**src/hdl/tbe_pkg.sv**
```systemverilog
// Package for the trace breakpoint event unit: field positions, codes and
// the packed structs that carry instruction, memory and control traffic.
// Assumes the core pipeline and fault sequencer share one clock with it.
package tbe_pkg;

   // Trace mode register: mode bit m, its event flag at m + TC_EV_OFS.
   localparam int TC_MODE_INSTR = 1;
   localparam int TC_MODE_BRANCH = 2;
   localparam int TC_MODE_CALL = 3;
   localparam int TC_MODE_RET = 4;
   localparam int TC_MODE_PRERET = 5;
   localparam int TC_MODE_SUPER = 6;
   localparam int TC_MODE_BKPT = 7;
   localparam int TC_EV_OFS = 16;
   localparam int TC_HW_IP0 = 24;
   localparam int TC_HW_DA0 = 26;
   localparam logic [31:0] TC_WR_MASK = 32'h0FFE_00FE;
   localparam logic [31:0] TC_EV_MASK = 32'h0FFE_0000;
   localparam logic [31:0] TC_RESET = 32'h0000_0000;

   // Comparator register layouts.
   localparam int IPB_EN_LSB = 0;
   localparam int IPB_ADDR_LSB = 2;
   localparam int BREAKPOINT_CONTROL_CH_STRIDE = 4;
   localparam int BREAKPOINT_CONTROL_EN_OFS = 2;
   localparam int SSP_TRACE_CTL = 0;
   localparam logic [31:0] CTL_RESET = 32'h0000_0000;

   // Data comparator access classes.
   localparam logic [1:0] DA_STORE = 2'h0;
   localparam logic [1:0] DA_LDST = 2'h1;
   localparam logic [1:0] DA_DATA_FETCH = 2'h2;
   localparam logic [1:0] DA_ANY = 2'h3;

   // Control register select codes for table load and system control.
   localparam logic [2:0] SEL_INSTR_ADDR_MATCH_0 = 3'h0;
   localparam logic [2:0] SEL_INSTR_ADDR_MATCH_1 = 3'h1;
   localparam logic [2:0] SEL_DATA_ADDR_MATCH_0 = 3'h2;
   localparam logic [2:0] SEL_DATA_ADDR_MATCH_1 = 3'h3;
   localparam logic [2:0] SEL_BREAKPOINT_CONTROL = 3'h4;
   localparam logic [2:0] SEL_SSP = 3'h5;

   typedef struct packed {
      logic valid;
      logic [31:0] ip;
      logic mark;
      logic fmark;
      logic branch_taken;
      logic call;
      logic bal;
      logic ret;
      logic svc_call;
      logic svc_ret;
   } tbe_insn_t;

   typedef struct packed {
      logic valid;
      logic [31:0] addr;
      logic store;
      logic load;
      logic fetch;
   } tbe_mem_t;

   typedef struct packed {
      logic valid;
      logic [2:0] sel;
      logic [31:0] data;
   } tbe_ctlwr_t;

   typedef struct packed {
      logic te;
      logic tfp;
   } tbe_pcs_t;

   typedef struct packed {
      logic [31:0] tc;
      tbe_pcs_t pcs;
      tbe_pcs_t saved;
      logic [1:0][31:0] ipb;
      logic [1:0][31:0] dab;
      logic [31:0] breakpoint_control;
      logic trace_ctl;
      logic rtype_te;
      logic preret_defer;
      logic fault;
      logic preret_set;
      logic preret_cur;
   } tbe_state_t;

endpackage

```
**src/hdl/tbe_unit.sv**
```systemverilog
// Trace breakpoint event unit: event detection, trace flags, pending flag,
// the between-instruction trace fault decision and trace state handling on
// handler calls and returns.
// Assumes all inputs come from core logic on mclk_i; strobes are one cycle.
//
// Notes on behaviour
// [RL1] mark raises breakpoint event when mode enabled
// [RL2] fmark always raises a breakpoint event
// [RL3] Two instruction comparators match executed instruction pointer
// [RL4] Low two bits enable each instruction comparator
// [RL5] Two data comparators match address and class
// [RL6] Breakpoint control holds class and enable per comparator
// [RL7] Table load at init, system control later
// [RL8] Hardware match sets flags; fault after instruction
// [RL9] Implicit calls raise call event in call mode
// [RL10] Every satisfied mode sets its own flag
// [RL11] Event with trace enable sets pending flag
// [RL12] Event with enable clear leaves pending alone
// [RL13] All events recorded, so highest always signalled
// [RL14] Trace fault handler call clears trace enable
// [RL15] Pending clear lets next instruction proceed
// [RL16] Pending: enable clear clears flags, else fault
// [RL17] Prereturn deferred behind fault, raised on return
// [RL18] Interrupt entry saves controls, clears enable, pending
// [RL19] Interrupt return restores controls; fault follows
// [RL20] Restored pending overwrites the return event
// [RL21] Call event sets prereturn flag in frame
// [RL22] Supervisor call saves, loads and restores enable
// [RL23] Full address compare; writes apply afterwards
`timescale 1ns/1ps
module tbe_unit
   import tbe_pkg::*;
(
   input wire logic mclk_i,
   input wire logic rst_n_i,
   input wire tbe_insn_t insn_i,
   input wire tbe_mem_t mem_i,
   input wire logic implicit_call_i,
   input wire logic tf_call_i,
   input wire logic nontrace_fault_i,
   input wire logic fault_ret_i,
   input wire logic frame_preret_i,
   input wire logic intr_entry_i,
   input wire logic intr_ret_i,
   input wire tbe_pcs_t pc_restore_i,
   input wire logic svc_ret_te_i,
   input wire logic boundary_i,
   input wire logic tc_wr_i,
   input wire logic [31:0] tc_mask_i,
   input wire logic [31:0] tc_data_i,
   input wire tbe_ctlwr_t init_ctl_i,
   input wire tbe_ctlwr_t sysctl_i,
   output logic [31:0] tc_o,
   output tbe_pcs_t pcs_o,
   output tbe_pcs_t pc_saved_o,
   output logic rtype_te_o,
   output logic trace_fault_o,
   output logic preret_set_o,
   output logic preret_cur_o
);

   tbe_state_t st_q;
   tbe_state_t st_d;
   logic [1:0] ip_hit;
   logic [1:0] da_hit;
   logic [7:1] ev;
   logic any_ev;
   tbe_ctlwr_t ctl_wr;

   // Comparators read the registered values only, so a write reaches the
   // instructions and accesses that follow it, never the one beside it.
   genvar g;
   generate
      for (g = 0; g < 2; g++) begin : g_cmp
         logic [1:0] cls;
         logic cls_ok;
         assign cls = st_q.breakpoint_control[g*BREAKPOINT_CONTROL_CH_STRIDE +: 2];
         always_comb begin
            case (cls)
               DA_STORE: cls_ok = mem_i.store;
               DA_LDST: cls_ok = mem_i.store | mem_i.load;
               DA_DATA_FETCH: cls_ok = mem_i.store | mem_i.load
                  | mem_i.fetch;
               default: cls_ok = 1'b1;
            endcase
         end
         assign ip_hit[g] = insn_i.valid                     // RL3
            && (|st_q.ipb[g][IPB_EN_LSB +: 2])                // RL4
            && (insn_i.ip[31:IPB_ADDR_LSB]
               == st_q.ipb[g][31:IPB_ADDR_LSB]);
         assign da_hit[g] = mem_i.valid && cls_ok             // RL5
            && st_q.breakpoint_control[g*BREAKPOINT_CONTROL_CH_STRIDE + BREAKPOINT_CONTROL_EN_OFS]   // RL6
            && (mem_i.addr == st_q.dab[g]);                   // RL23
      end
   endgenerate

   // Per-mode events; each is gated by its own mode bit except fmark and
   // the hardware comparators, which fire regardless of the mode bits.
   always_comb begin
      ev = '0;
      ev[TC_MODE_INSTR] = insn_i.valid && st_q.tc[TC_MODE_INSTR];
      ev[TC_MODE_BRANCH] = insn_i.valid && insn_i.branch_taken
         && st_q.tc[TC_MODE_BRANCH];
      ev[TC_MODE_CALL] = st_q.tc[TC_MODE_CALL]                // RL9
         && ((insn_i.valid && (insn_i.call || insn_i.bal))
            || implicit_call_i || tf_call_i);
      ev[TC_MODE_RET] = insn_i.valid && insn_i.ret && st_q.tc[TC_MODE_RET];
      ev[TC_MODE_PRERET] = st_q.tc[TC_MODE_PRERET] && frame_preret_i
         && ((insn_i.valid && insn_i.ret && !nontrace_fault_i)
            || (fault_ret_i && st_q.preret_defer));           // RL17
      ev[TC_MODE_SUPER] = insn_i.valid && st_q.tc[TC_MODE_SUPER]
         && (insn_i.svc_call || insn_i.svc_ret);
      ev[TC_MODE_BKPT] = (insn_i.valid && insn_i.mark
         && st_q.tc[TC_MODE_BKPT])                            // RL1
         || (insn_i.valid && insn_i.fmark)                    // RL2
         || (|ip_hit) || (|da_hit);                           // RL8
   end

   assign any_ev = |ev;
   // Table load during initialization wins over a system control write.
   assign ctl_wr = init_ctl_i.valid ? init_ctl_i : sysctl_i;  // RL7

   // Next-state: writes, boundary decision, events, then handler changes.
   // Later steps override earlier ones, so a new event beats a clear.
   always_comb begin
      st_d = st_q;
      st_d.fault = 1'b0;
      st_d.preret_set = 1'b0;
      st_d.preret_cur = 1'b0;
      if (tc_wr_i) begin
         st_d.tc = ((st_q.tc & ~tc_mask_i) | (tc_data_i & tc_mask_i))
            & TC_WR_MASK;
      end
      if (ctl_wr.valid) begin
         case (ctl_wr.sel)
            SEL_INSTR_ADDR_MATCH_0: st_d.ipb[0] = ctl_wr.data;
            SEL_INSTR_ADDR_MATCH_1: st_d.ipb[1] = ctl_wr.data;
            SEL_DATA_ADDR_MATCH_0: st_d.dab[0] = ctl_wr.data;
            SEL_DATA_ADDR_MATCH_1: st_d.dab[1] = ctl_wr.data;
            SEL_BREAKPOINT_CONTROL: st_d.breakpoint_control = ctl_wr.data;
            SEL_SSP: st_d.trace_ctl = ctl_wr.data[SSP_TRACE_CTL];
            default: st_d.trace_ctl = st_q.trace_ctl;
         endcase
      end
      // Between instructions: nothing to do unless pending is set.
      if (boundary_i && st_q.pcs.tfp) begin                   // RL15
         st_d.pcs.tfp = 1'b0;
         if (st_q.pcs.te) begin
            st_d.fault = 1'b1;                                // RL16
         end else begin
            st_d.tc = st_d.tc & ~TC_EV_MASK;                  // RL16
         end
      end
      // Every mode met gets its flag, so the top-precedence one is kept.
      st_d.tc[TC_EV_OFS +: 8] = st_d.tc[TC_EV_OFS +: 8]
         | {ev, 1'b0};                                        // RL10 RL13
      st_d.tc[TC_HW_IP0 +: 2] = st_d.tc[TC_HW_IP0 +: 2] | ip_hit; // RL8
      st_d.tc[TC_HW_DA0 +: 2] = st_d.tc[TC_HW_DA0 +: 2] | da_hit; // RL8
      if (any_ev && st_q.pcs.te) begin
         st_d.pcs.tfp = 1'b1;                                 // RL11
      end
      // Prereturn masked by a coincident fault waits for that return.
      if (insn_i.valid && insn_i.ret && frame_preret_i && nontrace_fault_i
         && st_q.tc[TC_MODE_PRERET]) begin
         st_d.preret_defer = 1'b1;                            // RL17
      end else if (fault_ret_i) begin
         st_d.preret_defer = 1'b0;
      end
      if (ev[TC_MODE_CALL]) begin
         st_d.preret_set = 1'b1;                              // RL21
         st_d.preret_cur = insn_i.valid && insn_i.bal;        // RL21
      end
      if (insn_i.valid && insn_i.svc_call) begin
         st_d.rtype_te = st_q.pcs.te;                         // RL22
         st_d.pcs.te = st_q.trace_ctl;                        // RL22
      end
      if (insn_i.valid && insn_i.svc_ret) begin
         st_d.pcs.te = svc_ret_te_i;                          // RL22
      end
      // The trace handler runs untraced to avoid endless recursion.
      if (tf_call_i) begin
         st_d.rtype_te = st_q.pcs.te;
         st_d.pcs.te = 1'b0;                                  // RL14
      end
      if (intr_entry_i) begin
         st_d.saved = st_d.pcs;                               // RL18
         st_d.pcs = '0;                                       // RL18
      end
      // A restored pending flag replaces whatever the ret just produced.
      if (intr_ret_i || fault_ret_i) begin
         st_d.pcs = pc_restore_i;                             // RL19 RL20
      end
   end

   always_ff @(posedge mclk_i or negedge rst_n_i) begin
      if (!rst_n_i) begin
         st_q <= '{tc: TC_RESET, pcs: '0, saved: '0,
            ipb: '{CTL_RESET, CTL_RESET}, dab: '{CTL_RESET, CTL_RESET},
            breakpoint_control: CTL_RESET, default: 1'b0};
      end else begin
         st_q <= st_d;
      end
   end

   assign tc_o = st_q.tc;
   assign pcs_o = st_q.pcs;
   assign pc_saved_o = st_q.saved;
   assign rtype_te_o = st_q.rtype_te;
   assign trace_fault_o = st_q.fault;
   assign preret_set_o = st_q.preret_set;
   assign preret_cur_o = st_q.preret_cur;

   // Checks on the observable trace behaviour.
   logic quiet;
   assign quiet = !intr_entry_i && !intr_ret_i && !fault_ret_i
      && !tf_call_i && !(insn_i.valid && (insn_i.svc_call
      || insn_i.svc_ret));

   property p_fmark;
      @(posedge mclk_i) disable iff (!rst_n_i)
      insn_i.valid && insn_i.fmark |=> tc_o[TC_EV_OFS + TC_MODE_BKPT];
   endproperty
   a_fmark: assert property (p_fmark) else $error("fmark flag missing"); // RL2

   property p_mark;
      @(posedge mclk_i) disable iff (!rst_n_i)
      insn_i.valid && insn_i.mark && tc_o[TC_MODE_BKPT]
      |=> tc_o[TC_EV_OFS + TC_MODE_BKPT];
   endproperty
   a_mark: assert property (p_mark) else $error("mark flag missing"); // RL1

   property p_ip_hit;
      @(posedge mclk_i) disable iff (!rst_n_i)
      insn_i.valid && (|st_q.ipb[1][1:0])
      && insn_i.ip[31:2] == st_q.ipb[1][31:2] |=> tc_o[TC_HW_IP0 + 1];
   endproperty
   a_ip_hit: assert property (p_ip_hit) else $error("ip match lost"); // RL3

   property p_da_store;
      @(posedge mclk_i) disable iff (!rst_n_i)
      mem_i.valid && mem_i.store && st_q.breakpoint_control[2]
      && mem_i.addr == st_q.dab[0] |=> tc_o[TC_HW_DA0];
   endproperty
   a_da_store: assert property (p_da_store) else $error("da miss"); // RL5

   property p_pend_set;
      @(posedge mclk_i) disable iff (!rst_n_i)
      any_ev && pcs_o.te && quiet |=> pcs_o.tfp;
   endproperty
   a_pend_set: assert property (p_pend_set) else $error("no pend"); // RL11

   property p_pend_keep;
      @(posedge mclk_i) disable iff (!rst_n_i)
      any_ev && !pcs_o.te && quiet && !boundary_i
      |=> pcs_o.tfp == $past(pcs_o.tfp);
   endproperty
   a_pend_keep: assert property (p_pend_keep) else $error("tfp moved"); // RL12

   property p_fault;
      @(posedge mclk_i) disable iff (!rst_n_i)
      boundary_i |=> trace_fault_o == $past(pcs_o.tfp && pcs_o.te);
   endproperty
   a_fault: assert property (p_fault) else $error("fault wrong"); // RL16

   property p_clear;
      @(posedge mclk_i) disable iff (!rst_n_i)
      boundary_i && pcs_o.tfp && !pcs_o.te && !any_ev && !tc_wr_i
      |=> (tc_o & TC_EV_MASK) == 32'h0000_0000;
   endproperty
   a_clear: assert property (p_clear) else $error("flags kept"); // RL16

   property p_tf_call;
      @(posedge mclk_i) disable iff (!rst_n_i)
      tf_call_i && !intr_ret_i && !fault_ret_i |=> !pcs_o.te;
   endproperty
   a_tf_call: assert property (p_tf_call) else $error("te kept"); // RL14

   property p_intr;
      @(posedge mclk_i) disable iff (!rst_n_i)
      intr_entry_i && !intr_ret_i && !fault_ret_i
      |=> !pcs_o.te && !pcs_o.tfp;
   endproperty
   a_intr: assert property (p_intr) else $error("entry kept te"); // RL18

   property p_restore;
      @(posedge mclk_i) disable iff (!rst_n_i)
      intr_ret_i ##1 boundary_i && pcs_o.te && pcs_o.tfp
      |=> trace_fault_o;
   endproperty
   a_restore: assert property (p_restore) else $error("no fault"); // RL19

   property p_preret;
      @(posedge mclk_i) disable iff (!rst_n_i)
      ev[TC_MODE_CALL] |=> preret_set_o;
   endproperty
   a_preret: assert property (p_preret) else $error("no prereturn"); // RL21

   c_fault: cover property (@(posedge mclk_i) disable iff (!rst_n_i)
      boundary_i && pcs_o.te && pcs_o.tfp ##1 trace_fault_o);
   c_da: cover property (@(posedge mclk_i) disable iff (!rst_n_i)
      |da_hit);
   c_defer: cover property (@(posedge mclk_i) disable iff (!rst_n_i)
      st_q.preret_defer && fault_ret_i && frame_preret_i);

endmodule

```
**config.mk**
```make
export PLATFORM = sky130hd
export DESIGN_NAME = tbe_unit
export DESIGN_NICKNAME = d
export VERILOG_FILES = /design/src/hdl/tbe_pkg.sv /design/src/hdl/tbe_unit.sv
export SDC_FILE = /design/constraint.sdc
export NUM_CORES = 1
export LEC_CHECK = 0
export ABC_AREA = 1
export BUFFER_PORTS_ARGS = -buffer_cell sky130_fd_sc_hd__buf_2
export CORE_AREA = 4 4 141 143
export CTS_BUF_LIST = sky130_fd_sc_hd__clkbuf_4 sky130_fd_sc_hd__clkbuf_8
export DETAILED_ROUTE_END_ITERATION = 8
export DIE_AREA = 0 0 145 147
export PLACE_DENSITY = 0.74
export SYNTH_ARGS = -nofsm -noshare
export SYNTH_HDL_FRONTEND = slang
export SYNTH_SLANG_ARGS = --single-unit
```
**constraint.sdc**
```tcl
create_clock -name mclk_i -period 2.17 [get_ports mclk_i]
set_input_delay 0.1085 -clock mclk_i [delete_from_list [all_inputs] [get_ports mclk_i]]
set_output_delay 0.1085 -clock mclk_i [all_outputs]
set_load 0.005 [all_outputs]
```
==> flow_metrics.env <==
export IMPL_grt_pass1_wl_um=47700
export IMPL_cts_sinks=162
export IMPL_status="complete, no violations"
export IMPL_finalSetupTns_ps=0
export IMPL_yosysTopAreaCellShare_pct=44.9
export IMPL_cellPowerDensity_nw_per_um2=816
export IMPL_synth_cell_types=31
export IMPL_die_x_um=145
export IMPL_finalSetupViolCount=0
export IMPL_synth_simple_area_share_pct=26.1
export IMPL_cts_tree="yes"
export IMPL_peakVddDrop_uv=456
export IMPL_hp_class="input port to flop"
export IMPL_clock_path_buffers=2
export IMPL_power_leakage_nw=5.90
export IMPL_grt_max_degree=68
export IMPL_synthTopCellsByArea="dfrtp_1, nand2_1, o21ai_0"
export IMPL_postCtsSetupBuffers=0
export IMPL_arrival_ps=2380
export IMPL_synth_top_family_by_area="simple AND/OR/NAND/NOR gates"
export IMPL_syn_area_sq_um=9030
export IMPL_wl_um=30100
export IMPL_synthArstFlopShare_pct=100
export IMPL_synth_fa_ha_area_share_pct=0
export IMPL_seqCellArea_sq_um=4050
export IMPL_h_tree_depth=4
export IMPL_multi_input_area_sq_um=4010
export IMPL_portBuffers=222
export IMPL_tightest_slew_ps=678
export IMPL_insertion_delay_ps=470
export IMPL_coreArea_sq_um=18600
export IMPL_dieArea_sq_um=21300
export IMPL_fillers=1621
export IMPL_grt_pass1_vias=8970
export IMPL_wire_per_inst_um=16.8
export IMPL_finalNonFillerCells=1793
export IMPL_rsz0062_at_grt="no"
export IMPL_max_freq_ghz=0.506
export IMPL_synth_edff_count=0
export IMPL_drt_pass1_iter_count=5
export IMPL_fin_crit_sh_pct=91.1
export IMPL_min_period_ps=1980
export IMPL_final_common_cell="nand2_1"
export IMPL_synthCells=1261
export IMPL_clk_pin_slew_ps=90
export IMPL_critPathRequiredTime_ps=2570
export IMPL_first_iter_violations=588
export IMPL_grt_usage_pct=28.4
export IMPL_drc_errors=0
export IMPL_ys_seq_elements=162
export IMPL_synth_xor_area_share_pct=3.69
export IMPL_hold_viol=0
export IMPL_cts_root_buf="clkbuf_8"
export IMPL_area_growth_synth_to_final_pct=27.9
export IMPL_max_cap_viol_count=0
export IMPL_postLayoutCoreUtil_pct=62.1
export IMPL_endpoint_kind="flop"
export IMPL_crit_fanout=2
export IMPL_cts_hold_buf=92
export IMPL_initial_core_util_pct=48.6
export IMPL_max_slew_margin_rel_pct=54.8
export IMPL_drv_slew=0
export IMPL_synth_area_per_cell_sq_um=7.16
export IMPL_synth_seq_area_share_pct=44.9
export IMPL_muxShareOfSynthArea_pct=0.360
export IMPL_io_pins=267
export IMPL_synth_compound_area_share_pct=13.7
export IMPL_post_cts_resized=0
export IMPL_dp_cells=1668
export IMPL_final_cell_mix="nand2_1, buf_2, dfrtp_1, inv_1, nor2_1"
export IMPL_startpoint_type="flop"
export IMPL_rows=50
export IMPL_drive_gt1_share_pct=17.8
export IMPL_numCtsBuffers=17
export IMPL_dp_hpwl_um=22100
export IMPL_overflow=0
export IMPL_layout_nets=1772
export IMPL_crit_type="flop to flop"
export IMPL_vias=9149
export IMPL_ant_nets=0
export IMPL_die_y_um=147
export IMPL_yosys_area_top_type="dfrtp_1"
export IMPL_skew_ps=11.9
export IMPL_synth_yosys_warnings=0
export IMPL_power_mw=9.42
export IMPL_antenna_found_initial=3
export IMPL_place_congestion=0.903
export IMPL_hold_worst_slack_ps=13.3
export IMPL_via_per_inst=5.10
export IMPL_ys_flop_type="dfrtp_1"
==> cell usage after synthesis (2+ instances only) <==
cell	number
clkbuf_1	16
nand2_1	424
nand4_1	7
nand3_1	16
o21ai_0	133
nor3_4	2
or2_2	2
a21oi_1	30
xor2_1	3
xnor2_1	35
buf_4	39
mux2_2	2
dfrtp_1	162
o22ai_1	4
inv_1	151
nor2_1	150
inv_2	2
nor2_4	2
buf_2	17
a31oi_1	53
==> worst paths after layout <==
| path | start | to | slack (ps) | depth (start not counted) |
|---|---|---|---|---|
| max | st_q[124]$_DFFE_PN0P_ | tc_o[24]$_DFF_PN0_ | 190 | 6 |
| min | tc_data_i[17] | tc_o[17]$_DFF_PN0_ | 10 | 3 |
| max reg2reg | st_q[124]$_DFFE_PN0P_ | tc_o[24]$_DFF_PN0_ | 190 | 6 |
| min reg2reg | st_q[8]$_DFFE_PN0P_ | st_q[8]$_DFFE_PN0P_ | 500 | 2 |
| max in group asynchronous | rst_n_i | st_q[101]$_DFFE_PN0P_ | 1260 | 3 |
| min in group asynchronous | rst_n_i | preret_set_o$_DFF_PN0_ | 200 | 2 |
==> layer usage <==
metal | wire (um) | GRT usage, % | vias to the layer above
met4 | 1320 | 13.4 | 4
li1 | - | - | 4471
met3 | 2580 | 7.43 | 70
met2 | 13900 | 46.7 | 385
met1 | 12300 | 35.3 | 4219
met5 | 27 | 0 | -
==> through the flow <==
stage	setup WS (ps)	instance area, sq um
3_5_place_dp	397	10200
5_1_grt	113	11500
2_1_floorplan	699	9080
6_report	192	11500
4_1_cts	269	11500
3_3_place_gp	446	10200
==> cell families after synthesis <==
logic type / Yosys count
DFF: 162
AOI/OAI and AO/OA: 227
and+or+nand+nor: 605
xor gates and xnor gates: 38
other: 1
buffers and inverters: 225
muxes: 3
==> critical path: stages (launching register included) <==
cell and delay [ps]:
dfrtp_1 400, xnor2_1 180, nand3_1 100, nor2_1 250
nand2_1 220, o22ai_1 180, dlygate4sd3_1 570
==> flip-flops by register name, summed over array words and instances, names as in the netlist, named ones only <==
name,count
st_q,132
tc_o,11
g_cmp.cls,4
pc_saved_o,2
pcs_o,2
preret_cur_o,1
preret_set_o,1
rtype_te_o,1
trace_fault_o,1
==> report_power, final <==
part | internal (mW) | total, mW | switching (mW)
logic | 1.24 | 2.78 | 1.54
clock network | 1.25 | 2.37 | 1.12
registers | 3.78 | 4.27 | 0.489
total | 6.27 | 9.42 | 3.15
==> area by class of cell <==
type                       instances  share of cell area (%)
sequential                       162                    35.1
multi-input combinational        887                    34.7
timing repair buffer             324                    19.0
inverter                         153                    4.98
tap                              234                    2.54
clock buffer                      22                    2.51
clock inverter                    10                    1.14
antenna                            1                  0.0217
(Power assumes the default switching activity.)
